==> config.mk <==
export PLATFORM = sky130hd
export DESIGN_NAME = eipd_pin_ctrl
export DESIGN_NICKNAME = d
export VERILOG_FILES = /design/src/eipd_pkg.sv /design/src/eipd_low_filter.sv /design/src/eipd_port.sv /design/src/eipd_pin_ctrl.sv
export SDC_FILE = /design/constraint.sdc
export NUM_CORES = 1
export LEC_CHECK = 0
export ABC_AREA = 1
export BUFFER_PORTS_ARGS = -buffer_cell sky130_fd_sc_hd__buf_2
export CORE_MARGIN = 1
export CORE_UTILIZATION = 40
export CTS_CLUSTER_DIAMETER = 200
export DETAILED_ROUTE_END_ITERATION = 10
export HOLD_SLACK_MARGIN = 0.02
export PLACE_DENSITY_LB_ADDON = 0.2
export RECOVER_POWER = 50
export SYNTH_ARGS = -nofsm -noshare
export SYNTH_HDL_FRONTEND = slang
export SYNTH_SLANG_ARGS = --single-unit
==> constraint.sdc <==
create_clock -name clk -period 2 [get_ports clk]
set_input_delay 0.5 -clock clk [delete_from_list [all_inputs] [get_ports clk]]
set_output_delay 0.5 -clock clk [all_outputs]
set_load 0.05 [all_outputs]
==> src/eipd_pkg.sv <==
// package of constants and types for the external request latch and pin control block
// assumes a single 125 MHz oscillator clock and an APB register bus with 32-bit data
package eipd_pkg;

  // ==========================================================================
  // clock and timing
  localparam int unsigned CLK_MHZ                 = 125;
  localparam int unsigned BUS_DIV                 = 2;
  localparam int unsigned BUS_KHZ                 = CLK_MHZ * 1000 / BUS_DIV;
  localparam int unsigned MIN_REQUEST_LOW_TIME_NS = 125;
  localparam int unsigned MIN_REQUEST_LOW_CYC     = (MIN_REQUEST_LOW_TIME_NS * CLK_MHZ + 999) / 1000;
  localparam int unsigned PERIOD_LONG_MS          = 1000;
  localparam int unsigned PERIOD_MID_MS           = 500;
  localparam int unsigned PERIOD_SHORT_MS         = 250;
  localparam int unsigned PERIOD_LONG_CYC         = PERIOD_LONG_MS * BUS_KHZ;
  localparam int unsigned PERIOD_MID_CYC          = PERIOD_MID_MS * BUS_KHZ;
  localparam int unsigned PERIOD_SHORT_CYC        = PERIOD_SHORT_MS * BUS_KHZ;

  // ==========================================================================
  // port widths and register bus
  localparam int unsigned FIRST_W  = 8;
  localparam int unsigned SECOND_W = 8;
  localparam int unsigned THIRD_W  = 4;
  localparam int unsigned APB_AW   = 12;
  localparam int unsigned APB_DW   = 32;

  // ==========================================================================
  // register offsets
  localparam logic [APB_AW-1:0] OFF_FIRST_DATA   = 12'h000;
  localparam logic [APB_AW-1:0] OFF_FIRST_DIR    = 12'h004;
  localparam logic [APB_AW-1:0] OFF_SECOND_DATA  = 12'h008;
  localparam logic [APB_AW-1:0] OFF_SECOND_DIR   = 12'h00C;
  localparam logic [APB_AW-1:0] OFF_THIRD_DATA   = 12'h010;
  localparam logic [APB_AW-1:0] OFF_THIRD_DIR    = 12'h014;
  localparam logic [APB_AW-1:0] OFF_CONTROL      = 12'h018;
  localparam logic [APB_AW-1:0] OFF_INT_STATUS   = 12'h01C;
  localparam logic [APB_AW-1:0] OFF_INT_MASK     = 12'h020;

  // ==========================================================================
  // field positions
  localparam int unsigned NUM_EVENTS     = 3;
  localparam int unsigned EV_EXT_REQ     = 0;
  localparam int unsigned EV_SEQ_START   = 1;
  localparam int unsigned EV_PERIODIC    = 2;
  localparam int unsigned CT_PENDING     = 0;
  localparam int unsigned CT_SINGLE_CHIP = 1;
  localparam int unsigned CT_EDGE_LEVEL  = 2;
  localparam int unsigned CT_STOP_EN     = 3;
  localparam int unsigned CT_WATCHDOG_EN = 4;
  localparam int unsigned CT_PERIOD_SEL  = 5;

  // ==========================================================================
  // reset values
  localparam logic [NUM_EVENTS-1:0] STATUS_RESET = 3'h0;
  localparam logic [NUM_EVENTS-1:0] MASK_RESET   = 3'h0;
  localparam logic [APB_DW-1:0]     PRDATA_RESET = 32'h0000_0000;

  // ==========================================================================
  // types
  typedef enum logic {PH_CAPTURE, PH_RUN} eipd_phase_type;

endpackage : eipd_pkg

==> src/eipd_low_filter.sv <==
// qualifies a low level on the request pin once it has lasted the minimum low time
// assumes the pin is already synchronous to clk
`timescale 1ns/100ps

module eipd_low_filter #(
  parameter int unsigned LIMIT = eipd_pkg::MIN_REQUEST_LOW_CYC
) (
  input  wire logic clk,
  input  wire logic reset_n,
  input  wire logic pin_n,
  output logic      qual_low
);
  import eipd_pkg::*;

  localparam int unsigned CW = $clog2(LIMIT + 1);

  typedef struct packed {
    logic [CW-1:0] cnt;
    logic          qual;
  } eipd_filt_state_type;

  eipd_filt_state_type q;
  eipd_filt_state_type d;

  // ==========================================================================
  // low-time counter; a high sample restarts it so glitches never qualify
  always_comb
  begin
    d = q;
    if (pin_n)
    begin
      d.cnt  = '0;
      d.qual = 1'b0;
    end
    else if (q.cnt < CW'(LIMIT))
    begin
      d.cnt  = q.cnt + CW'(1);
      d.qual = (q.cnt == CW'(LIMIT - 1));
    end
  end

  always_ff @(posedge clk or negedge reset_n)
  begin
    if (!reset_n)
      q <= '0;
    else
      q <= d;
  end

  assign qual_low = q.qual;

endmodule : eipd_low_filter

==> src/eipd_port.sv <==
// one bank of bidirectional lines with a data latch and a direction register
// assumes write strobes arrive from the bus slave one cycle wide
`timescale 1ns/100ps

module eipd_port #(
  parameter int unsigned W = 8
) (
  input  wire logic         clk,
  input  wire logic         reset_n,
  input  wire logic         wr_data,
  input  wire logic         wr_dir,
  input  wire logic [W-1:0] wdata,
  input  wire logic [W-1:0] pad_in,
  output logic      [W-1:0] pad_out,
  output logic      [W-1:0] pad_oe_n,
  output logic      [W-1:0] rd_data,
  output logic      [W-1:0] rd_dir
);
  import eipd_pkg::*;

  typedef struct packed {
    logic [W-1:0] data;
    logic [W-1:0] dir;
  } eipd_port_state_type;

  eipd_port_state_type q;
  eipd_port_state_type d;

  // ==========================================================================
  // latches; the data latch loads even on input lines so a later turn-around drives a known value
  always_comb
  begin
    d = q;
    if (wr_data)
      d.data = wdata;
    if (wr_dir)
      d.dir = wdata;
  end

  // every line is an input out of reset, direction register all zero
  always_ff @(posedge clk or negedge reset_n)
  begin
    if (!reset_n)
      q <= '0;
    else
      q <= d;
  end

  // output lines read back the latch, input lines read the pin
  assign pad_out  = q.data;
  assign pad_oe_n = ~q.dir;
  assign rd_data  = (q.dir & q.data) | (~q.dir & pad_in);
  assign rd_dir   = q.dir;

endmodule : eipd_port

==> src/eipd_pin_ctrl.sv <==
// pin-level control: external request latch, instruction-boundary test, ports, build options
// assumes one 125 MHz oscillator clock, an APB master, and a cpu that flags instruction ends
//
// Contract
// - The request input is built either for falling edges only or for falling edges plus held low level.
// - A request held low for the minimum low time sets the pending-request latch.
// - A pending request is answered only once the current instruction has finished.
// - At each instruction end in a bus cycle the latch is tested and the sequence starts when it is set and the mask is clear.
// - The eight first port lines are programmable and are all inputs after every reset.
// - The eight second port lines are programmable and are all inputs after every reset.
// - The four third port lines are programmable and are all inputs after every reset.
// - Without the frequency synthesizer the bus clock runs at half the oscillator rate.
// - Holding reset low returns the whole block to a defined start-up state.
// - Stop enable, watchdog enable and a periodic interval of one, one half or one quarter second are build options.
// - Normal single-chip operation is chosen at reset release when the request pin is in its normal range.
`timescale 1ns/100ps

module eipd_pin_ctrl #(
  parameter bit          EDGE_AND_LEVEL   = 1'b0,
  parameter bit          STOP_ENABLE      = 1'b1,
  parameter bit          WATCHDOG_ENABLE  = 1'b0,
  parameter logic [1:0]  PERIOD_SEL       = 2'h0,
  parameter int unsigned PERIOD_LONG_CYC  = eipd_pkg::PERIOD_LONG_CYC,
  parameter int unsigned PERIOD_MID_CYC   = eipd_pkg::PERIOD_MID_CYC,
  parameter int unsigned PERIOD_SHORT_CYC = eipd_pkg::PERIOD_SHORT_CYC
) (
  input  wire logic                           clk,
  input  wire logic                           reset_n,
  // apb slave
  input  wire logic [eipd_pkg::APB_AW-1:0]    paddr,
  input  wire logic                           psel,
  input  wire logic                           penable,
  input  wire logic                           pwrite,
  input  wire logic [eipd_pkg::APB_DW-1:0]    pwdata,
  output logic      [eipd_pkg::APB_DW-1:0]    prdata,
  output logic                                pready,
  output logic                                pslverr,
  // request pin and cpu side
  input  wire logic                           request_n,
  input  wire logic                           request_test_level,
  input  wire logic                           instr_done,
  input  wire logic                           cpu_i_mask,
  output logic                                bus_clk_en,
  output logic                                irq_seq_start,
  output logic                                single_chip,
  output logic                                stop_allowed,
  output logic                                watchdog_option,
  output logic                                periodic_interrupt,
  output logic                                irq,
  // port pins
  input  wire logic [eipd_pkg::FIRST_W-1:0]   first_port_lines_in,
  output logic      [eipd_pkg::FIRST_W-1:0]   first_port_lines_out,
  output logic      [eipd_pkg::FIRST_W-1:0]   first_port_lines_oe_n,
  input  wire logic [eipd_pkg::SECOND_W-1:0]  second_port_lines_in,
  output logic      [eipd_pkg::SECOND_W-1:0]  second_port_lines_out,
  output logic      [eipd_pkg::SECOND_W-1:0]  second_port_lines_oe_n,
  input  wire logic [eipd_pkg::THIRD_W-1:0]   third_port_lines_in,
  output logic      [eipd_pkg::THIRD_W-1:0]   third_port_lines_out,
  output logic      [eipd_pkg::THIRD_W-1:0]   third_port_lines_oe_n
);
  import eipd_pkg::*;

  // ==========================================================================
  // build options
  localparam int unsigned PER_LIMIT = (PERIOD_SEL == 2'h0) ? PERIOD_LONG_CYC :
                                      (PERIOD_SEL == 2'h1) ? PERIOD_MID_CYC : PERIOD_SHORT_CYC;
  localparam int unsigned PER_W     = $clog2(PERIOD_LONG_CYC + 1);

  typedef struct packed {
    eipd_phase_type        phase;
    logic                  bus_ph;
    logic                  single_chip;
    logic                  qual_prev;
    logic                  pending;
    logic                  seq_start;
    logic                  per_tick;
    logic [PER_W-1:0]      per_cnt;
    logic [NUM_EVENTS-1:0] status;
    logic [NUM_EVENTS-1:0] mask;
    logic                  irq_line;
    logic [APB_DW-1:0]     prdata;
    logic                  pslverr;
  } eipd_top_state_type;

  eipd_top_state_type q;
  eipd_top_state_type d;

  logic                  qual_low;
  logic                  bus_en;
  logic                  setup;
  logic                  access;
  logic                  hit;
  logic [APB_DW-1:0]     rdata;
  logic                  req_set;
  logic                  take;
  logic [NUM_EVENTS-1:0] events;
  logic                  wr_first_data;
  logic                  wr_first_dir;
  logic                  wr_second_data;
  logic                  wr_second_dir;
  logic                  wr_third_data;
  logic                  wr_third_dir;
  logic [FIRST_W-1:0]    first_rd;
  logic [FIRST_W-1:0]    first_dir;
  logic [SECOND_W-1:0]   second_rd;
  logic [SECOND_W-1:0]   second_dir;
  logic [THIRD_W-1:0]    third_rd;
  logic [THIRD_W-1:0]    third_dir;
  logic [APB_DW-1:0]     control_val;

  // ==========================================================================
  // request qualification and the three port banks
  eipd_low_filter #(
    .LIMIT    (MIN_REQUEST_LOW_CYC)
  ) u_filter (
    .clk      (clk),
    .reset_n  (reset_n),
    .pin_n    (request_n),
    .qual_low (qual_low)
  );

  eipd_port #(
    .W        (FIRST_W)
  ) u_first (
    .clk      (clk),
    .reset_n  (reset_n),
    .wr_data  (wr_first_data),
    .wr_dir   (wr_first_dir),
    .wdata    (pwdata[FIRST_W-1:0]),
    .pad_in   (first_port_lines_in),
    .pad_out  (first_port_lines_out),
    .pad_oe_n (first_port_lines_oe_n),
    .rd_data  (first_rd),
    .rd_dir   (first_dir)
  );

  eipd_port #(
    .W        (SECOND_W)
  ) u_second (
    .clk      (clk),
    .reset_n  (reset_n),
    .wr_data  (wr_second_data),
    .wr_dir   (wr_second_dir),
    .wdata    (pwdata[SECOND_W-1:0]),
    .pad_in   (second_port_lines_in),
    .pad_out  (second_port_lines_out),
    .pad_oe_n (second_port_lines_oe_n),
    .rd_data  (second_rd),
    .rd_dir   (second_dir)
  );

  eipd_port #(
    .W        (THIRD_W)
  ) u_third (
    .clk      (clk),
    .reset_n  (reset_n),
    .wr_data  (wr_third_data),
    .wr_dir   (wr_third_dir),
    .wdata    (pwdata[THIRD_W-1:0]),
    .pad_in   (third_port_lines_in),
    .pad_out  (third_port_lines_out),
    .pad_oe_n (third_port_lines_oe_n),
    .rd_data  (third_rd),
    .rd_dir   (third_dir)
  );

  // ==========================================================================
  // bus decode; writes land at the access edge, reads are captured at setup
  assign bus_en = q.bus_ph;
  assign setup  = psel & ~penable;
  assign access = psel & penable;

  assign wr_first_data  = access & pwrite & (paddr == OFF_FIRST_DATA);
  assign wr_first_dir   = access & pwrite & (paddr == OFF_FIRST_DIR);
  assign wr_second_data = access & pwrite & (paddr == OFF_SECOND_DATA);
  assign wr_second_dir  = access & pwrite & (paddr == OFF_SECOND_DIR);
  assign wr_third_data  = access & pwrite & (paddr == OFF_THIRD_DATA);
  assign wr_third_dir   = access & pwrite & (paddr == OFF_THIRD_DIR);

  // build options read back so software can tell which variant it runs on
  always_comb
  begin
    control_val                 = '0;
    control_val[CT_PENDING]     = q.pending;
    control_val[CT_SINGLE_CHIP] = q.single_chip;
    control_val[CT_EDGE_LEVEL]  = EDGE_AND_LEVEL;
    control_val[CT_STOP_EN]     = STOP_ENABLE;
    control_val[CT_WATCHDOG_EN] = WATCHDOG_ENABLE;
    control_val[CT_PERIOD_SEL +: 2] = PERIOD_SEL;
  end

  // read mux; an unmapped offset answers with an error and zero data
  always_comb
  begin
    hit   = 1'b1;
    rdata = '0;
    case (paddr)
      OFF_FIRST_DATA  : rdata = APB_DW'(first_rd);
      OFF_FIRST_DIR   : rdata = APB_DW'(first_dir);
      OFF_SECOND_DATA : rdata = APB_DW'(second_rd);
      OFF_SECOND_DIR  : rdata = APB_DW'(second_dir);
      OFF_THIRD_DATA  : rdata = APB_DW'(third_rd);
      OFF_THIRD_DIR   : rdata = APB_DW'(third_dir);
      OFF_CONTROL     : rdata = control_val;
      OFF_INT_STATUS  : rdata = APB_DW'(q.status);
      OFF_INT_MASK    : rdata = APB_DW'(q.mask);
      default         : hit   = 1'b0;
    endcase
  end

  // ==========================================================================
  // request latch: edge always sets, the level build also sets while held low
  assign req_set = (qual_low & ~q.qual_prev) | (EDGE_AND_LEVEL & qual_low);

  // only an instruction end on a bus cycle may start the sequence
  assign take = (q.phase == PH_RUN) & bus_en & instr_done & q.pending & ~cpu_i_mask;

  assign events[EV_EXT_REQ]   = req_set & ~q.pending;
  assign events[EV_SEQ_START] = take;
  assign events[EV_PERIODIC]  = q.per_tick;

  // ==========================================================================
  // next state
  always_comb
  begin
    d           = q;
    d.bus_ph    = ~q.bus_ph;
    d.qual_prev = qual_low;
    d.seq_start = take;
    d.per_tick  = 1'b0;
    // capture the operating mode once, right after reset release
    case (q.phase)
      PH_CAPTURE :
      begin
        d.single_chip = ~request_test_level;
        d.phase       = PH_RUN;
      end
      PH_RUN :
      begin
        d.phase = PH_RUN;
      end
      default :
      begin
        d.phase = PH_CAPTURE;
      end
    endcase
    // set wins over the clear of a taken sequence, so a level still low re-arms
    d.pending = (q.phase == PH_RUN) & (req_set | (q.pending & ~take));
    // periodic interval counted on bus cycles
    if (bus_en)
    begin
      if (q.per_cnt == PER_W'(PER_LIMIT - 1))
      begin
        d.per_cnt  = '0;
        d.per_tick = 1'b1;
      end
      else
        d.per_cnt = q.per_cnt + PER_W'(1);
    end
    // reading status clears only the bits that were handed out, events win
    if (access & ~pwrite & (paddr == OFF_INT_STATUS))
      d.status = (q.status & ~q.prdata[NUM_EVENTS-1:0]) | events;
    else
      d.status = q.status | events;
    if (access & pwrite & (paddr == OFF_INT_MASK))
      d.mask = pwdata[NUM_EVENTS-1:0];
    d.irq_line = |(d.status & d.mask);
    // read data and error are loaded in the setup cycle and held through access
    if (setup)
    begin
      d.prdata  = rdata;
      d.pslverr = ~hit;
    end
  end

  // ==========================================================================
  // state register; reset puts every field at its start-up value
  always_ff @(posedge clk or negedge reset_n)
  begin
    if (!reset_n)
    begin
      q             <= '0;
      q.phase       <= PH_CAPTURE;
      q.single_chip <= 1'b1;
      q.status      <= STATUS_RESET;
      q.mask        <= MASK_RESET;
      q.prdata      <= PRDATA_RESET;
    end
    else
      q <= d;
  end

  // ==========================================================================
  // outputs
  assign prdata             = q.prdata;
  assign pslverr            = q.pslverr;
  assign pready             = 1'b1;
  assign bus_clk_en         = q.bus_ph;
  assign irq_seq_start      = q.seq_start;
  assign single_chip        = q.single_chip;
  assign stop_allowed       = STOP_ENABLE;
  assign watchdog_option    = WATCHDOG_ENABLE;
  assign periodic_interrupt = q.per_tick;
  assign irq                = q.irq_line;

  // ==========================================================================
  // checks
  chk_start_needs_pending : assert property (@(posedge clk) disable iff (!reset_n)
    irq_seq_start |-> $past(q.pending) && !$past(cpu_i_mask))
    else $error("sequence started without a pending unmasked request");

  chk_start_at_boundary : assert property (@(posedge clk) disable iff (!reset_n)
    irq_seq_start |-> $past(instr_done) && $past(bus_en))
    else $error("sequence started outside an instruction end");

  chk_low_sets_latch : assert property (@(posedge clk) disable iff (!reset_n)
    (q.phase == PH_RUN) && $rose(qual_low) |=> q.pending)
    else $error("qualified low request did not set the latch");

  chk_filter_min_low : assert property (@(posedge clk) disable iff (!reset_n)
    $rose(qual_low) |-> !$past(request_n, 1) && !$past(request_n, 2))
    else $error("request qualified before the minimum low time");

  chk_latch_rearm : assert property (@(posedge clk) disable iff (!reset_n)
    take && !req_set |=> !q.pending)
    else $error("latch not cleared when the sequence was taken");

  chk_level_rearm : assert property (@(posedge clk) disable iff (!reset_n)
    EDGE_AND_LEVEL && take && qual_low |=> q.pending)
    else $error("level build did not re-arm while request held low");

  chk_bus_half_rate : assert property (@(posedge clk) disable iff (!reset_n)
    bus_clk_en |=> !bus_clk_en ##1 bus_clk_en)
    else $error("bus enable not at half the oscillator rate");

  chk_first_inputs : assert property (@(posedge clk) disable iff (!reset_n)
    q.phase == PH_CAPTURE |-> &first_port_lines_oe_n)
    else $error("first port drives after reset");

  chk_second_inputs : assert property (@(posedge clk) disable iff (!reset_n)
    q.phase == PH_CAPTURE |-> &second_port_lines_oe_n)
    else $error("second port drives after reset");

  chk_third_inputs : assert property (@(posedge clk) disable iff (!reset_n)
    q.phase == PH_CAPTURE |-> &third_port_lines_oe_n)
    else $error("third port drives after reset");

  chk_mode_capture : assert property (@(posedge clk) disable iff (!reset_n)
    q.phase == PH_CAPTURE |=> single_chip == !$past(request_test_level) && q.phase == PH_RUN)
    else $error("operating mode not captured at reset release");

  chk_start_state : assert property (@(posedge clk) disable iff (!reset_n)
    $rose(reset_n) |-> !q.pending && q.status == STATUS_RESET && !irq)
    else $error("block not in start-up state after reset");

  chk_period_gap : assert property (@(posedge clk) disable iff (!reset_n)
    periodic_interrupt |=> !periodic_interrupt [*8])
    else $error("periodic ticks too close together");

endmodule : eipd_pin_ctrl

; Word level (Yosys, flattened, before mapping)
; Index checks and enable logic that the tools add are counted.
[classes]
n_addsub = 2
n_lt_le_gt_ge = 1
n_eq_ne = 10
mux = 9
n_bitwise = 47
reduce_logical = 4
[ops]
columns = operator, count
row1 = 8-bit case mux with 9 select lines, 1
row2 = "12-bit by 5-bit == test with 1-bit output, second input constant", 4
row3 = 8-bit AND, 4
row4 = 27-bit two-way mux, 1
row5 = "26-bit by 1-bit adder with 26-bit output, second input constant", 1
row6 = "26-bit == test, second input constant", 1
row7 = 26-bit two-way mux, 1
row8 = "12-bit by 4-bit == test with 1-bit output, second input constant", 2
row9 = 1-bit AND, 20
row10 = 8-bit inverter, 2
row11 = 8-bit bitwise OR, 2
row12 = "12-bit by 3-bit == test with 1-bit output, second input constant", 1
row13 = "12-bit by 6-bit == test with 1-bit output, second input constant", 1
row14 = 12-bit logical NOT, 1
row15 = 6-bit two-way mux, 2
row16 = 1-bit inverter, 9
row17 = 9-bit OR reduction, 1
row18 = 4-bit AND, 2
row19 = 3-bit AND, 2
row20 = 3-bit two-way mux, 2
row21 = 3-bit bitwise OR, 2
row22 = "5-bit by 1-bit adder with 5-bit output, second input constant", 1
row23 = "5-bit by 4-bit == test with 1-bit output, second input constant", 1
row24 = "5-bit less-than comparator, second input constant", 1
row25 = other kinds (7), 8
[totals]
ff_bits = 119
input_bits = 73

; Longest topological paths before layout
; Gate-level depths: netlist of the first run.
[logic_depth]
depth_word = 8
mapped_depth = 12
mapped_depth_nobuf = 11

; By module
; From an unflattened synthesis of the first run, not the netlist that was laid out.
[hier_totals]
hier_cells = 793
area_unflattened_um2 = 5656.7
[modules_own_cells]
columns = mod, n_inst, cells_per_inst, area_per_inst_um2, seq_area_each_um2
row1 = eipd_pin_ctrl, 1, 511, 3547.2, 1227.4
row2 = eipd_port at u_first ..., 2, 100, 730.7, 400.4
row3 = eipd_port at u_third, 1, 50, 357.8, 200.2
row4 = eipd_low_filter, 1, 32, 290.3, 150.1

; Least setup slack after synthesis of the first run
; Ideal clock, no wire load.
[synth_timing]
path_kind = register -> register
startpoint = register q, in the netlist bus_clk_en
endpoint = register q[55] (netlist name)
t_arrival_ps = 1635
setup_slack_ps = 246
stages_incl_launch_ff = 11
path_buffers = 1
period_less_slack_ps = 1754
cell_sequence = dfrtp_1 buf_4 nand2_1 nor2_2 inv_2 nor2_2 nand2_1 nor2_2 nand3_1 nor2_1 nor2_1
[synth_lines]
columns = item, line_no
row1 = start: declaration, eipd_pin_ctrl.sv:85  ; eipd_top_state_type q;

; Worst setup path after layout of the first run
[layout_timing]
startpoint = register q, in the netlist bus_clk_en
endpoint = output bus_clk_en
[layout_lines]
columns = item, line_no
row1 = end: declaration, eipd_pin_ctrl.sv:43  ; output logic bus_clk_en,
; No word-level cell between the ends.

==> results of run 1 <==
Yosys cell counts (all sizes together) (2+ instances only):
cell	number	area (sq um)
nand2	223	852.1
ha	3	37.54
nand4	12	75.07
buf	43	316.5
inv	91	341.6
o21ai	61	339.1
o211a	2	20.02
nor3	18	95.09
dfrtp	94	2352
xor2	4	35.03
a21oi	16	83.83
nor2	74	329.1
a31oi	2	12.51
nand3	68	372.9
conb	2	7.510
critical path, stage by stage, from the launching register on:
cell and delay (ns):
dfrtp_1 0.41, clkbuf_1 0.25, buf_2 0.32
flip-flops by register name, summed over array words and instances, names as in the netlist, 5 cells and up:
name	cells
prdata	8
q	34
u_filter.q	5
u_first.pad_out	8
u_first.rd_dir	8
u_second.pad_out	8
u_second.rd_dir	8
power by group:
group,switching (W),internal [W],total [W]
Combinational,0.000265,0.0000748,0.000339
Clock,0.000756,0.00126,0.00202
Sequential,0.0000139,0.00194,0.00195
final cells by class:
cell class                      count  area [sq um]  area share (%)
Multi-Input combinational cell    520          2387           37.82
Sequential cell                    95          2379           37.68
Clock buffer                       10         239.0           3.786
Inverter                           92         345.3           5.471
Tap cell                          172         215.2           3.409
Timing Repair Buffer              119         631.9           10.01
Clock inverter                      6         115.1           1.824
cell families (layout without fill, tap and decap cells):
kind of cell               after synthesis  count (layout)
AOI/OAI and AO/OA                       83              83
buffers and inverters                  135             227
muxes                                    1               1
DFF                                     95              95
other                                    2              28
and+or+nand+nor                        400             400
xor gates and xnor gates                 5               5
adders and majority gates                3               3
per-stage QoR:
step | util (%) | total power [W] | std cells | setup slack [ns] | area [sq um]
2_1_floorplan | - | 0.002233 | 750 | 0.2455 | 5465
3_3_place_gp | 46.73 | 0.002327 | 998 | 0.1691 | 6017
3_5_place_dp | 46.73 | 0.002336 | 998 | 0.1559 | 6017
4_1_cts | 49.48 | 0.004374 | 1014 | 0.2641 | 6371
5_1_grt | 49.02 | 0.004462 | 1014 | 0.05902 | 6312
6_report | 49.02 | 0.004308 | 1014 | 0.1708 | 6312
per-layer routing:
layer  wire, microns  vias to the layer above  part of all wire, %  GRT usage, %
li1                -                     2465                    -             -
met1            6309                     2295                   47         27.86
met2            6013                      165                   45         30.70
met3             800                       14                  6.0         4.070
met4             176                        0                  1.3         6.891
met5               0                        -                    0             0
cells in the final DEF (no fill, tap or decap), types with 12 or more instances in the layout:
master,n
o21ai_0,26
dfrtp_1,94
buf_2,99
o21ai_1,26
conb_1,28
nor2_1,65
nand2_1,221
nand4_1,12
nand3_1,64
buf_4,12
inv_1,88
a21oi_1,15
nor3_1,18
final timing paths:
check / from / endpoint / slack (ns)
min reg2reg: u_filter.qual_low / q[69] / 0.41
max reg2reg: q[40] / q[56] / 0.26
max: bus_clk_en / bus_clk_en / 0.17
min in group asynchronous: reset_n / u_third.pad_out[2] / 0.46
max in group asynchronous: reset_n / single_chip / 0.51
min: request_test_level / single_chip / 0.32
==> flow_metrics.tcl, run 1 <==
set metrics [dict create \
    cts_buffers 9 \
    detail-route-antenna-nets 0 \
    start_util_pct 41.69 \
    arrival_ns 1.33 \
    area_growth_pct 17.60 \
    synth.avg_cell_area_sq_um 7.414 \
    synth_warnings 0 \
    rows 41 \
    setup_violations 0 \
    finClkSkew_ns 0.007242 \
    drtIter0Drc 386 \
    worstPathRequired_ns 1.50 \
    synth_fa_ha_area_share_pct 0.6993 \
    routed_wl_microns 13300 \
    rsz0062_at_grt "no" \
    post_drt_wl_per_cell_microns 13.12 \
    hp-class "primary input to register" \
    relSlewSlack_pct 5.313 \
    synth.distinct_cells 40 \
    finalSetupTns_ns 0 \
    worst-path-max-fanout 6 \
    rr_worst_depth 8 \
    cts.clk_slew.worst_paths_ns 0.07 \
    fin_crit_sh_pct 91.46 \
    cts_setup_buffers 0 \
    synth_xor_area_share_pct 0.8159 \
    n_antenna_cell 0 \
    final_net_count 913 \
    hold_depth 2 \
    grt_pass1_vias 4616 \
    core_region_area_sq_um 12880 \
    track_usage_pct 19.96 \
    clk_path_buf_depth 2 \
    htreeDepth 3 \
    ctsResizeCount 0 \
    cp-start-kind "register" \
    finalCriticalPeriod_ns 1.829 \
    portBuffers 102 \
    grt_pass1_wl_microns 22090 \
    drc 0 \
    path_class "register to output port" \
    async_flop_share_pct 100.0 \
    cts_root_buf "clkbuf_16" \
    clock_latency_ns 0.35 \
    dieArea_sq_um 13890 \
    synth_edf_count 0 \
    ir_worst_vdd_v 0.0004038 \
    die_h_microns 117.8 \
    cellLeakagePower_nw 3.292 \
    grt_max_degree 60 \
    clock_sinks 95 \
    drive_above_1_share_pct 18.65 \
    place.gp.congestion 0.9479 \
    drt-pass1-iter-count 5 \
    antenna_found_initial 0 \
    hpwl_microns 10340 \
    ys_seq_area_share_pct 44.31 \
    synth-seq-cells 95 \
    vias_per_cell 4.871 \
    syn_area_sq_um 5368 \
    worst_pin_slew_ns 1.420 \
    synth_top_family_by_area "simple AND/OR/NAND/NOR gates" \
    num_vias 4939 \
    die_w_microns 117.8 \
    hold_viol 0 \
    synth_compound_area_share_pct 8.765 \
    hold_ws_ns 0.3173 \
    netlist_instances 724 \
    power.density_nw_per_um2 682.5 \
    muxShareOfSynthArea_pct 0.1865 \
    outcome "finished clean" \
    cap_violations 0 \
    drv_slew 0 \
    timing.fmax_mhz 546.7 \
    end_kind "output port" \
    synth_simple_gate_area_share_pct 32.75 \
    cts_hold_buffers 0 \
    cts_tree "built" \
    synth_flop_cell "dfrtp_1" \
    n_fill_cell 1301 \
    grt.overflow.total 0 \
    io_pins 154 \
]
Note: power is estimated with default switching activity, not from simulation.
==> inputs of run 2 (changes only) <==
--- a/config.mk
+++ b/config.mk
@@ -11,8 +11,8 @@
 export CORE_UTILIZATION = 40
 export CTS_CLUSTER_DIAMETER = 200
 export DETAILED_ROUTE_END_ITERATION = 10
+export GPL_ROUTABILITY_DRIVEN = 0
 export HOLD_SLACK_MARGIN = 0.02
-export PLACE_DENSITY_LB_ADDON = 0.2
 export RECOVER_POWER = 50
 export SYNTH_ARGS = -nofsm -noshare
 export SYNTH_HDL_FRONTEND = slang
==> flow_metrics.tcl, run 2 (synthesized netlist as in run 1, its figures left out) <==
set metrics [dict create \
    grt_max_degree 41 \
    path_class "register to register" \
    cts_tree "built" \
    area_growth_pct 16.99 \
    routed_wl_microns 13150 \
    wl_met1_microns 6278 \
    cts.clk_slew.worst_paths_ns 0.07 \
    cts_setup_buffers 0 \
    hold_viol 0 \
    ctsResizeCount 0 \
    final_net_count 915 \
    highest_layer "met4" \
    pwr-share-clk_pct 43.2 \
    finalSetupTns_ns 0 \
    n_antenna_cell 0 \
    dieArea_sq_um 13890 \
    dr_wl_met3_microns 729 \
    relSlewSlack_pct 31.55 \
    drtIter0Drc 280 \
    cts_hold_buffers 0 \
    power.switching_w 0.001040 \
    worstPathRequired_ns 2.28 \
    htreeDepth 3 \
    drt-pass1-iter-count 4 \
    largest_reg_flops 34 \
    power.density_nw_per_um2 641.1 \
    num_vias 4907 \
    share_comb_of_total_power_pct 8.4 \
    grt_pass1_wl_microns 22030 \
    internal_power_w 0.002986 \
    mostFrequentLayoutCells "nand2_1, buf_2, dfrtp_1" \
    final_util_pct 48.77 \
    grt_pass1_vias 4582 \
    die_w_microns 117.8 \
    finalCriticalPeriod_ns 1.734 \
    multi_input_area_sq_um 2397 \
    ff_latch_area_sq_um 2379 \
    power_frac_seq_pct 48.4 \
    cts_root_buf "clkbuf_16" \
    portBuffers 102 \
    grt.overflow.total 0 \
    fin_crit_sh_pct 86.68 \
    rsz0062_at_grt "no" \
    setup_violations 0 \
    routed-wl-met2_microns 5975 \
    ir_worst_vdd_v 0.0003622 \
    vias_per_cell 4.830 \
    timing.fmax_mhz 576.8 \
    drv_slew 0 \
    placed_cells 1000 \
    core_region_area_sq_um 12880 \
    cts_buffers 9 \
    layout_commonest_cell "nand2_1" \
    drive_above_1_share_pct 19.19 \
    largest_register "q" \
    cp-start-kind "register" \
    drc 0 \
    clk_path_buf_depth 2 \
    outcome "finished clean" \
    post_drt_wl_per_cell_microns 12.94 \
    start_util_pct 41.69 \
    detail-route-antenna-nets 0 \
    track_usage_pct 19.86 \
    cellLeakagePower_nw 3.275 \
    final_cells 1016 \
    arrival_ns 2.01 \
    swShare_pct 25.83 \
    worst_pin_slew_ns 1.027 \
    hold_ws_ns 0.3060 \
    rows 41 \
    clock_sinks 95 \
    hp-class "primary input to register" \
    clock_latency_ns 0.35 \
    finClkSkew_ns 0.008615 \
    end_kind "register" \
    critPathLaunch "q[40]" \
    io_pins 154 \
    r2r-start "q[40]" \
    antenna_found_initial 0 \
    cap_violations 0 \
    n_fill_cell 1291 \
    worst-path-max-fanout 4 \
    hpwl_microns 10280 \
    die_h_microns 117.8 \
    min_from "request_test_level" \
]
[run 2: critical path: stages (launching register included)]
cell     delay (ns)
dfrtp_1        0.37
ha_1           0.25
nand3_1        0.14
nor3_1         0.24
and2_1         0.29
nand2_1        0.11
nor2_1         0.10
o21ai_0        0.08
nor2_1         0.09
[run 2: final timing paths]
| check | to | slack (ns) | cells past startpoint |
|---|---|---|---|
| setup / recovery | q[56] | 0.27 | 8 |
| hold / removal | single_chip | 0.31 | 2 |
| setup reg to reg | q[56] | 0.27 | 8 |
| hold reg to reg | q[69] | 0.41 | 0 |
| max in group asynchronous | q[45] | 0.54 | 2 |
| min in group asynchronous | u_second.pad_out[5] | 0.32 | 1 |
[run 2: cell type report]
class,instances,area share (%)
clock buffer,10,3.646
clock inverter,6,1.076
inverter,92,5.499
multi-input combinational,520,38.17
sequential,95,37.88
tap,172,3.427
timing repair buffer,121,10.30
[run 2: power by group through the flow]
stage	registers, W	clock network (W)	logic [W]
after floorplan	0.00199	0	0.000241
after global placement	0.00199	0	0.000346
after detailed placement	0.00199	0	0.000350
after CTS	0.00195	0.00179	0.000351
after global routing	0.00195	0.00185	0.000371
final	0.00195	0.00174	0.000337
[run 2: through the flow]
step                total power [W]  setup WS [ns]  instance area (sq um)
floorplan                  0.002233         0.2455                   5465
CTS                        0.004089         0.2840                   6341
finish                     0.004026         0.2664                   6280
global placement           0.002332         0.1954                   6045
global route               0.004176        0.09841                   6280
detailed placement         0.002336         0.1703                   6045
[run 2: metal layers]
layer  track usage, %  up-vias
li1                 -     2472
met1            27.23     2279
met2            31.14      138
met3            4.409       18
met4            6.250        0
met5                0        -
